$ cat src/hdl/mio_params.svh
// Constants of the multifunction I/O ports: register indices, reset values, control bits.
// Assumes word-addressed Avalon-MM access where byte address = 4 * register index.
// Operation
// - Reset sets port 0 output latch to all ones and driver select to zero.
// - Port 0 driver select bit zero gives sink open-drain, one gives push-pull.
// - Port 0 latch register reads latch; separate read-only register reads live pins.
// - Port 0 serial or UART output pins drive peripheral only while latch is one.
// - Port 0 routes interrupts to 0,3,7, UART to 1,2, serial to 4,5,6.
// - Port 1 direction zero is input, one output; direction and latch reset zero.
// - Port 1 data read gives latch for outputs, pin level for inputs.
// - Read-modify-write on port 1 may copy pin levels into input-mode latch bits.
// - Port 1 carries timer, divider, pulse, PWM outputs and interrupt on bit 5.
// - Port 2 is three bits wide with latch reset to all ones.
// - Dual-clock mode gives port 2 bits 1 and 2 to the slow crystal.
// - A falling edge on port 2 bit 0 flags the external interrupt.
// - Port 2 reads return bits 7 to 3 as zero; only low three carry data.
// - In stop mode port 2 bit 0 floats regardless of output enable.
// - Port 2 latch and pin levels are read at separate addresses.
// - Pins sample at the request cycle; latches update at the acknowledge edge.
`ifndef MIO_PARAMS_SVH
`define MIO_PARAMS_SVH

`define MIO_IDX_P0_LATCH 6'h00
`define MIO_IDX_P1_LATCH 6'h01
`define MIO_IDX_P2_LATCH 6'h02
`define MIO_IDX_P0_DRV 6'h08
`define MIO_IDX_P1_DIR 6'h09
`define MIO_IDX_P0_PIN 6'h0b
`define MIO_IDX_P2_PIN 6'h0c
`define MIO_IDX_CTRL 6'h10

`define MIO_RST_P0_LATCH 8'hff
`define MIO_RST_P0_DRV 8'h00
`define MIO_RST_P1_LATCH 8'h00
`define MIO_RST_P1_DIR 8'h00
`define MIO_RST_P2_LATCH 3'h7
`define MIO_RST_CTRL 3'h4

`define MIO_CTRL_DUAL 0
`define MIO_CTRL_STOP 1
`define MIO_CTRL_PIN_OUTPUT_ENABLE 2

`endif

$ cat src/hdl/mio_pkg.sv
// Types shared by the multifunction I/O port block.
// Assumes the constants header is included by each user.
package mio_pkg;

   typedef struct packed {
      logic [7:0] p0_latch;
      logic [7:0] p0_drv;
      logic [7:0] p1_latch;
      logic [7:0] p1_dir;
      logic [2:0] p2_latch;
      logic [2:0] ctrl;
      logic waitrequest;
      logic [31:0] rdata;
      logic [7:0] p0_out;
      logic [7:0] p0_oe;
      logic [7:0] p1_out;
      logic [7:0] p1_oe;
      logic [2:0] p2_out;
      logic [2:0] p2_oe;
      logic p20_prev;
      logic p20_fall;
   } mio_state_t;

endpackage

$ cat src/hdl/mio_pad_drv.sv
// Pad driver selection: push-pull or sink open-drain per bit, with an enable.
// Assumes the caller registers the outputs before they reach the pins.
`timescale 1ns/1ps
module mio_pad_drv
#(
   parameter int W = 8
)
(
   input wire logic [W-1:0] value,
   input wire logic [W-1:0] push_pull,
   input wire logic [W-1:0] en,
   output logic [W-1:0] out,
   output logic [W-1:0] oe
);
   initial
   begin
      if (W < 1)
      begin
         $error("mio_pad_drv width must be at least one");
      end
   end

   // Open-drain bits only ever pull low; a one simply releases the pin.
   assign out = value & push_pull;
   assign oe = en & (push_pull | ~value);
endmodule

$ cat src/hdl/mio_ports.sv
// Three multifunction pin ports with Avalon-MM register access.
// Assumes peripheral outputs idle high and the external wire resolves OUT/OE pairs.
`timescale 1ns/1ps
`include "mio_params.svh"
module mio_ports
#(
   parameter int ADDR_W = 8
)
(
   input wire logic CLK,
   input wire logic SYS_RST,
   input wire logic [ADDR_W-1:0] AVS_ADDRESS,
   input wire logic AVS_READ,
   input wire logic AVS_WRITE,
   input wire logic [31:0] AVS_WRITEDATA,
   output logic [31:0] AVS_READDATA,
   output logic AVS_WAITREQUEST,
   input wire logic [7:0] P0_IN,
   output logic [7:0] P0_OUT,
   output logic [7:0] P0_OE,
   input wire logic [7:0] P1_IN,
   output logic [7:0] P1_OUT,
   output logic [7:0] P1_OE,
   input wire logic [2:0] P2_IN,
   output logic [2:0] P2_OUT,
   output logic [2:0] P2_OE,
   input wire logic UART_TX_PIN,
   input wire logic SERIAL_OUT_PIN,
   input wire logic SERIAL_CLOCK_PIN,
   input wire logic [7:0] P1_FN_OUT,
   output logic EXT_IRQ_A,
   output logic EXT_IRQ_B,
   output logic EXT_IRQ_C,
   output logic EXT_IRQ_D,
   output logic UART_RX_PIN,
   output logic SERIAL_IN_PIN,
   output logic SERIAL_CLOCK_IN,
   output logic TIMER_IN_A,
   output logic TIMER_IN_B,
   output logic STOP_RELEASE_PIN,
   output logic STOP_RELEASE_FALL
);
   import mio_pkg::*;

   mio_state_t st_reg;
   mio_state_t st_next;
   logic [7:0] p0_pin;
   logic [7:0] p1_pin;
   logic [2:0] p2_pin;
   logic [7:0] p0_value;
   logic [7:0] p1_value;
   logic [2:0] p2_en;
   logic [7:0] p0_out_c;
   logic [7:0] p0_oe_c;
   logic [7:0] p1_out_c;
   logic [7:0] p1_oe_c;
   logic [2:0] p2_out_c;
   logic [2:0] p2_oe_c;
   logic [5:0] idx;
   logic req;
   logic ack;
   logic [7:0] p1_view;

   initial
   begin
      if (ADDR_W < 8)
      begin
         $error("mio_ports address must be at least 8 bits");
      end
   end

   mio_sync #(.W(19)) u_sync
   (
      .CLK(CLK),
      .SYS_RST(SYS_RST),
      .d({P2_IN, P1_IN, P0_IN}),
      .q({p2_pin, p1_pin, p0_pin})
   );

   // Bit 2 carries UART transmit, bits 5 and 6 the serial data and clock.
   always_comb
   begin
      p0_value = st_reg.p0_latch;
      p0_value[2] = st_reg.p0_latch[2] & UART_TX_PIN;
      p0_value[5] = st_reg.p0_latch[5] & SERIAL_OUT_PIN;
      p0_value[6] = st_reg.p0_latch[6] & SERIAL_CLOCK_PIN;
   end

   mio_pad_drv #(.W(8)) u_p0_drv
   (
      .value(p0_value),
      .push_pull(st_reg.p0_drv),
      .en(8'hff),
      .out(p0_out_c),
      .oe(p0_oe_c)
   );

   // Timer, divider and pulse outputs reach the pin through the latch.
   assign p1_value = st_reg.p1_latch & P1_FN_OUT;

   mio_pad_drv #(.W(8)) u_p1_drv
   (
      .value(p1_value),
      .push_pull(8'hff),
      .en(st_reg.p1_dir),
      .out(p1_out_c),
      .oe(p1_oe_c)
   );

   // The crystal owns bits 1 and 2 in dual-clock mode; stop mode frees bit 0.
   always_comb
   begin
      p2_en = {3{st_reg.ctrl[`MIO_CTRL_PIN_OUTPUT_ENABLE]}};
      if (st_reg.ctrl[`MIO_CTRL_DUAL])
      begin
         p2_en[2:1] = 2'h0;
      end
      if (st_reg.ctrl[`MIO_CTRL_STOP])
      begin
         p2_en[0] = 1'h0;
      end
   end

   mio_pad_drv #(.W(3)) u_p2_drv
   (
      .value(st_reg.p2_latch),
      .push_pull(3'h0),
      .en(p2_en),
      .out(p2_out_c),
      .oe(p2_oe_c)
   );

   assign idx = AVS_ADDRESS[7:2];
   assign req = AVS_READ | AVS_WRITE;
   assign ack = req & ~st_reg.waitrequest;
   assign p1_view = (st_reg.p1_dir & st_reg.p1_latch) | (~st_reg.p1_dir & p1_pin);

   always_comb
   begin
      st_next = st_reg;
      st_next.waitrequest = ~(req & st_reg.waitrequest);
      // Pins are sampled when the request is first seen.
      if (req & st_reg.waitrequest & AVS_READ)
      begin
         st_next.rdata = 32'h0;
         case (idx)
            `MIO_IDX_P0_LATCH: st_next.rdata[7:0] = st_reg.p0_latch;
            `MIO_IDX_P1_LATCH: st_next.rdata[7:0] = p1_view;
            `MIO_IDX_P2_LATCH: st_next.rdata[2:0] = st_reg.p2_latch;
            `MIO_IDX_P0_DRV: st_next.rdata[7:0] = st_reg.p0_drv;
            `MIO_IDX_P1_DIR: st_next.rdata[7:0] = st_reg.p1_dir;
            `MIO_IDX_P0_PIN: st_next.rdata[7:0] = p0_pin;
            `MIO_IDX_P2_PIN: st_next.rdata[2:0] = p2_pin;
            `MIO_IDX_CTRL: st_next.rdata[2:0] = st_reg.ctrl;
            default: st_next.rdata = 32'h0;
         endcase
      end
      // Writes land at the acknowledge edge; unmapped writes are dropped.
      if (ack & AVS_WRITE)
      begin
         case (idx)
            `MIO_IDX_P0_LATCH: st_next.p0_latch = AVS_WRITEDATA[7:0];
            `MIO_IDX_P1_LATCH: st_next.p1_latch = AVS_WRITEDATA[7:0];
            `MIO_IDX_P2_LATCH: st_next.p2_latch = AVS_WRITEDATA[2:0];
            `MIO_IDX_P0_DRV: st_next.p0_drv = AVS_WRITEDATA[7:0];
            `MIO_IDX_P1_DIR: st_next.p1_dir = AVS_WRITEDATA[7:0];
            `MIO_IDX_CTRL: st_next.ctrl = AVS_WRITEDATA[2:0];
            default: st_next.ctrl = st_reg.ctrl;
         endcase
      end
      st_next.p0_out = p0_out_c;
      st_next.p0_oe = p0_oe_c;
      st_next.p1_out = p1_out_c;
      st_next.p1_oe = p1_oe_c;
      st_next.p2_out = p2_out_c;
      st_next.p2_oe = p2_oe_c;
      st_next.p20_prev = p2_pin[0];
      // A driven falling edge on the pin also flags the interrupt, so inputs are safer.
      st_next.p20_fall = st_reg.p20_prev & ~p2_pin[0];
   end

   always_ff @(posedge CLK)
   begin
      if (SYS_RST)
      begin
         st_reg <= '0;
         st_reg.p0_latch <= `MIO_RST_P0_LATCH;
         st_reg.p0_drv <= `MIO_RST_P0_DRV;
         st_reg.p1_latch <= `MIO_RST_P1_LATCH;
         st_reg.p1_dir <= `MIO_RST_P1_DIR;
         st_reg.p2_latch <= `MIO_RST_P2_LATCH;
         st_reg.ctrl <= `MIO_RST_CTRL;
         st_reg.waitrequest <= 1'h1;
         // Starts low like the synchroniser, so leaving reset never looks like a falling edge.
         st_reg.p20_prev <= 1'h0;
      end
      else
      begin
         st_reg <= st_next;
      end
   end

   assign AVS_READDATA = st_reg.rdata;
   assign AVS_WAITREQUEST = st_reg.waitrequest;
   assign P0_OUT = st_reg.p0_out;
   assign P0_OE = st_reg.p0_oe;
   assign P1_OUT = st_reg.p1_out;
   assign P1_OE = st_reg.p1_oe;
   assign P2_OUT = st_reg.p2_out;
   assign P2_OE = st_reg.p2_oe;
   // Peripheral inputs come straight off the synchroniser's second stage, except the registered stop-pin fall flag.
   assign EXT_IRQ_A = p0_pin[0];
   assign UART_RX_PIN = p0_pin[1];
   assign EXT_IRQ_B = p0_pin[3];
   assign SERIAL_IN_PIN = p0_pin[4];
   assign SERIAL_CLOCK_IN = p0_pin[6];
   assign EXT_IRQ_C = p0_pin[7];
   assign TIMER_IN_A = p1_pin[0];
   assign TIMER_IN_B = p1_pin[5];
   assign EXT_IRQ_D = p1_pin[5];
   assign STOP_RELEASE_PIN = p2_pin[0];
   assign STOP_RELEASE_FALL = st_reg.p20_fall;
endmodule

$ cat src/hdl/mio_sync.sv
// Two-stage synchroniser for a vector of pin inputs.
// Assumes the pins carry no edge timing that software relies on.
`timescale 1ns/1ps
module mio_sync
#(
   parameter int W = 8
)
(
   input wire logic CLK,
   input wire logic SYS_RST,
   input wire logic [W-1:0] d,
   output logic [W-1:0] q
);
   typedef struct packed {
      logic [W-1:0] s1;
      logic [W-1:0] s2;
   } mio_sync_t;

   mio_sync_t st_reg;
   mio_sync_t st_next;

   initial
   begin
      if (W < 1)
      begin
         $error("mio_sync width must be at least one");
      end
   end

   always_comb
   begin
      st_next.s1 = d;
      st_next.s2 = st_reg.s1;
   end

   always_ff @(posedge CLK)
   begin
      if (SYS_RST)
      begin
         st_reg <= '0;
      end
      else
      begin
         st_reg <= st_next;
      end
   end

   assign q = st_reg.s2;
endmodule

$ cat config.mk
export PLATFORM = sky130hd
export DESIGN_NAME = mio_ports
export DESIGN_NICKNAME = d
export VERILOG_FILES = /design/src/hdl/mio_pkg.sv /design/src/hdl/mio_pad_drv.sv /design/src/hdl/mio_ports.sv /design/src/hdl/mio_sync.sv
export VERILOG_INCLUDE_DIRS = /design/src /design/src/hdl
export SDC_FILE = /design/constraint.sdc
export NUM_CORES = 1
export LEC_CHECK = 0
export ABC_AREA = 1
export BUFFER_PORTS_ARGS = -buffer_cell sky130_fd_sc_hd__buf_2
export CAP_MARGIN = 15
export CORE_MARGIN = 2
export CORE_UTILIZATION = 49
export CTS_BUF_LIST = sky130_fd_sc_hd__clkbuf_8
export DETAILED_ROUTE_END_ITERATION = 16
export GPL_TIMING_DRIVEN = 0
export PLACE_DENSITY = 0.76
export SETUP_SLACK_MARGIN = 0.1
export SLEW_MARGIN = 20
export SYNTH_ARGS = -nofsm -noshare
export SYNTH_HDL_FRONTEND = slang
export SYNTH_HIERARCHICAL = 1
export SYNTH_SLANG_ARGS = --single-unit
$ cat constraint.sdc
create_clock -name CLK -period 1.6 [get_ports CLK]
set_input_delay 0.08 -clock CLK [delete_from_list [all_inputs] [get_ports CLK]]
set_output_delay 0.08 -clock CLK [all_outputs]
set_load 0.03 [all_outputs]
# Yosys cells after proc, flatten, opt, wreduce, memory -nomap -nowiden
# Index checks and enable logic that the tools add are counted.
dict set report word_totals {
  register_bits 125
  elab_cells 58
  output_inout_bits 82
  inputBits 74
}
dict set report op_classes {
  n_reduce_logical 7
  eq_ne 7
  bitwise 22
  mux 4
}
# cell n
set op_table {}
lappend op_table {{AND 8 bit} 4}
lappend op_table {{case mux 5 bit (5 select lines)} 1}
lappend op_table {{equality test 6 x 4 -> 1 bit, second input constant} 4}
lappend op_table {{case mux 3 bit (8 select lines)} 1}
lappend op_table {{NOT 8 bit} 2}
lappend op_table {{OR 8 bit} 2}
lappend op_table {{AND reduction 2 bit} 6}
lappend op_table {{AND 1 bit} 8}
lappend op_table {{equality test 6 x 1 -> 1 bit, second input constant} 1}
lappend op_table {{equality test 6 x 2 -> 1 bit, second input constant} 1}
lappend op_table {{equality test 6 x 5 -> 1 bit, second input constant} 1}
lappend op_table {{logical NOT 6 bit} 1}
lappend op_table {{AND 3 bit} 1}
lappend op_table {{NOT 1 bit} 3}
lappend op_table {{NOT 3 bit} 1}
lappend op_table {{2-to-1 mux 2 bit} 1}
lappend op_table {{2-to-1 mux 1 bit} 1}
lappend op_table {{OR 1 bit} 1}

# Logic depth before layout (Yosys ltp)
dict set report depth {
  ltp_word 4
  depth_mapped 9
  depth_no_buf 9
}

# Hierarchy
# Netlist, hierarchy kept.
# mod seq_area_each_um2 area_per_inst_um2 cells_each n_inst
set modules_own_cells {}
lappend modules_own_cells {mio_ports 1741.7 4071.4 559 1}
lappend modules_own_cells {mio_sync 760.7 1084.8 118 1}
lappend modules_own_cells {{mio_pad_drv (u_p0_drv ...)} 0.0 190.2 40 2}
lappend modules_own_cells {{mio_pad_drv (u_p2_drv)} 0.0 71.3 15 1}

# Worst setup path after synthesis
# OpenSTA, ideal clock, no wires.
dict set report synth_timing {
  path_type {register -> register}
  start {register st_reg (netlist bit AVS_WAITREQUEST)}
  end {register st_reg[85] in the netlist's numbering}
  setup_time_ns 0.117
  stages_incl_launch_ff 6
  t_required_ns 1.483
  n_path_buf 1
  synth_period_minus_slack_ns 1.305
  path_slack_ns 0.295
  t_arrival_ns 1.187
  cell_sequence {dfxtp_1 -> nor2_2 -> nand3_4 -> buf_6 -> o21ai_1 -> a21oi_1}
}
dict set report synth_between {
  elab_chain_cells 4
}
# element line_no
set synth_rtl {}
lappend synth_rtl {{start, declared} mio_ports.sv:45} ;# mio_state_t st_reg;
lappend synth_rtl {{start signal, assigned} mio_ports.sv:199} ;# st_reg <= st_next;
lappend synth_rtl {{NOT 1 bit} mio_ports.sv:135} ;# assign ack = req & ~st_reg.waitrequest;
lappend synth_rtl {{AND 1 bit} mio_ports.sv:135}
lappend synth_rtl {{AND 1 bit} mio_ports.sv:159} ;# if (ack & AVS_WRITE)
lappend synth_rtl {{AND reduction 2 bit (no line)} -}
# Every way passes these cells.
# A chain may end at the register's enable or synchronous reset.

==> out/qor.csv <==
stage,metric,value,unit
placed_design,hpwl,9.07,mm
setup_path,worstPathMaxFanout,10,
cells_and_area,drive_gt1_frac,0.261,
setup_path,required,1.98,ns
logic_synthesis,post-synth-top-area-fraction,0.446,
power_and_ir_drop,leakagePower,4.09,nW
power_and_ir_drop,power_per_cell_area,878,nW/um2
logic_synthesis,synth.mux.area_fraction,0,
setup_path,crit-reg2reg-launch,AVS_WAITREQUEST,
cells_and_area,largest_reg_flops,34,
setup_path,timing.rr.end,AVS_READDATA[7],
logic_synthesis,synthCells,772,
sta,finalHoldViolCount,0,
clock_network,cts_inserted_buffers,17,
logic_synthesis,leading_cell_types_by_total_area_after_synthesis,"dfxtp_1, inv_1, buf_4",
sta,max_freq,726,MHz
logic_synthesis,synth_area_leader_cell,dfxtp_1,
detailed_routing,via_total_after_detailed_routing,4845,
logic_synthesis,yosys_warnings,6,
clock_network,cts.sink_count,125,
clock_network,h_tree_depth_reported_by_cts,4,
die,die-height,111,um
setup_path,worst_setup_path_startpoint,SYS_RST,
placed_design,buffer_ports.inserted,104,
setup_path,ff2ff_path_depth,4,
die,initial_utilization,0.498,
setup_path,setup.worst_path.start_class,input port,
placed_design,gp_routability_congestion,0.907,
cells_and_area,area_growth_syn_to_layout,30.9,%
worst_hold_path,timing.hold.worst.class,input port to flip-flop,
detailed_routing,drt-total-wl,12.5,mm
setup_path,setup.worst_path.end,st_reg[102],
clock_network,tritoncts_clock_tree,yes,
sta,finalCriticalPeriod,1.38,ns
global_routing,grt_overflow_total,0,
sta,setup_violations,0,
global_routing,grt_first_pass_wirelength,21.1,mm
logic_synthesis,synth-xor-area-share,0,
die,fp.coreArea,11300,um2
sta,timing.final.crit_share,0.861,
sta,clock_skew,0.0104,ns
cells_and_area,final_core_utilization,0.651,
setup_path,critical_path_class,input port to flip-flop,
global_routing,number_of_global_route_vias_before_repair,4574,
detailed_routing,drt-pass1-iter-count,4,
die,placementRows,39,
placed_design,placed_cells_incl_taps,1071,
sta,worst_hold_slack,0.0409,ns
cells_and_area,number_of_nets_in_the_layout,1068,
logic_synthesis,synth.yosys.seq_area_share,0.446,
detailed_routing,route.antenna.remaining_nets,0,
sta,post_route_setup_tns,0,ns
clock_network,cts_root_buffer,clkbuf_8,
sta,rsz0062_at_grt,no,
logic_synthesis,synth.distinct_cells,26,
power_and_ir_drop,p_total,6.45,mW
logic_synthesis,share_of_the_synthesized_area_in_compound_gates_ao_oa_aoi_oai,0.0884,
die,fp.dieArea,12300,um2
run_status,status,"finished, final reports clean",
clock_network,clk_latency,0.44,ns
sta,relSlewSlack,0.612,
clock_network,cts.clk_slew.worst_paths,0.08,ns
global_routing,maximum_number_of_pins_on_one_net_before_global_route_repair,17,
logic_synthesis,synth.avg_cell_area,7.26,um2
global_routing,overall_track_demand_over_capacity_in_global_routing,0.214,
cells_and_area,diode_insertion_count_for_antenna_repair,0,
cells_and_area,finish.cell_count_without_fillers,1150,
detailed_routing,post-route-drc-count,0,
setup_path,critical_path_at,1.76,ns
die,floorplan.die.width,111,um
setup_path,r2r_setup_slack,0.34,ns
logic_synthesis,synth-adder-area-share,0,
logic_synthesis,main_combinational_cell_family_by_area_after_synthesis,simple AND/OR/NAND/NOR gates,
global_routing,number_of_antenna_violations_at_the_first_check_in_global_routing,0,
job,drv_cap,0,
logic_synthesis,yosys.area_share.simple,0.236,
detailed_routing,wire_per_inst,10.9,um
sta,timing_max_transition_violations_final,0,
sta,tightestPinTransition,0.581,ns
logic_synthesis,synth-seq-cells,125,
detailed_routing,drt_first_iter_violations,197,
die,io_pins,156,
detailed_routing,via_per_inst,4.21,
clock_network,clock_tree.buffer_depth,2,
setup_path,endpoint_kind,flip-flop,
logic_synthesis,area_of_the_mapped_netlist,5610,um2
power_and_ir_drop,max-vdd-ir-drop,502,uV
## final cells by class
class,count,area (um2)
tap,143,179
clock inverter,15,129
multi-input combinational,439,2020
inverter,171,643
sequential,125,2500
fill,964,3930
buffer,89,641
timing repair buffer,151,991
clock buffer,17,234
## cells in the mapped netlist (all sizes together)
master and n:
a21oi 38, buf 85, clkbuf 4, clkinv 1
conb 2, dfxtp 125, inv 170, nand2 123
nand3 23, nand4 16, nor2 143, o211ai 2
o21ai 40
## worst max-delay path: stages
cell	delay [ns]
dlygate4sd3_1	0.59
buf_2	0.24
inv_1	0.20
clkbuf_1	0.36
o21ai_0	0.18
nor2_1	0.11
## layout by cell type (no fill, tap or decap), types with 3 or more instances in the layout
| master | instances |
|---|---|
| a21oi_1 | 15 |
| a21oi_2 | 23 |
| buf_1 | 4 |
| buf_2 | 110 |
| buf_4 | 71 |
| buf_6 | 4 |
| clkbuf_8 | 17 |
| clkinv_4 | 4 |
| clkinvlp_4 | 4 |
| conb_1 | 54 |
| dfxtp_1 | 125 |
| dlygate4sd3_1 | 47 |
| inv_1 | 167 |
| inv_2 | 3 |
| inv_6 | 6 |
| nand2_1 | 117 |
| nand2_2 | 4 |
| nand3_1 | 22 |
| nand4_1 | 16 |
| nor2_1 | 134 |
| nor2_4 | 5 |
| o21ai_0 | 30 |
| o21ai_1 | 9 |
## metrics by stage
stage               setup slack [ns]  cell area, um2
floorplan                      0.295            5800
global placement               0.217            6500
detailed placement             0.215            6500
CTS                            0.122            7340
global route                   0.136            7340
finish                         0.223            7340
## timing repair
| item | CTS | global route |
|---|---|---|
| endpoints found under the hold margin | 71 | 0 |
| hold buffers | 47 | 0 |
| setup endpoints to repair | 0 | 18 |
| resized for setup | 0 | 5 |
| buffers inserted | 0 | 0 |
## routing by layer
layer | GRT usage | part of all wire | vias to the layer above
li1 | - | - | 2606
met1 | 0.251 | 0.43 | 2082
met2 | 0.378 | 0.49 | 138
met3 | 0.0465 | 0.051 | 19
met4 | 0.0925 | 0.022 | 0
met5 | 0 | 0 | -
## worst min path at each step
stage            startpoint                 end  slack [ns]  cells after the start
6_report       P1_FN_OUT[5]           P1_OUT[5]        0.04                      7
5_1_grt        P1_FN_OUT[2]           P1_OUT[2]        0.06                      7
4_1_cts        P1_FN_OUT[3]           P1_OUT[3]        0.03                      7
3_5_place_dp       P1_IN[7]  u_sync/st_next[15]        0.29                      3
3_3_place_gp       P2_IN[0]  u_sync/st_next[16]        0.28                      3
2_1_floorplan      P0_IN[0]   u_sync/st_next[0]        0.19                      2
## where the power goes
group          switching (mW)  leakage [nW]  internal, mW
registers              0.0321          1.02          3.18
logic                   0.429          2.90         0.289
clock network            1.40         0.173          1.11
total                    1.86          4.09          4.58
## cells by family (layout without fill, tap and decap cells)
kind of cell / count (synthesis) / in the layout
flip-flops: 125 / 125
AND/OR/NAND/NOR: 305 / 305
AO/OA/AOI/OAI: 80 / 80
buffers and inverters: 260 / 443
other: 2 / 54
Note: power is estimated with default switching activity, not from simulation.
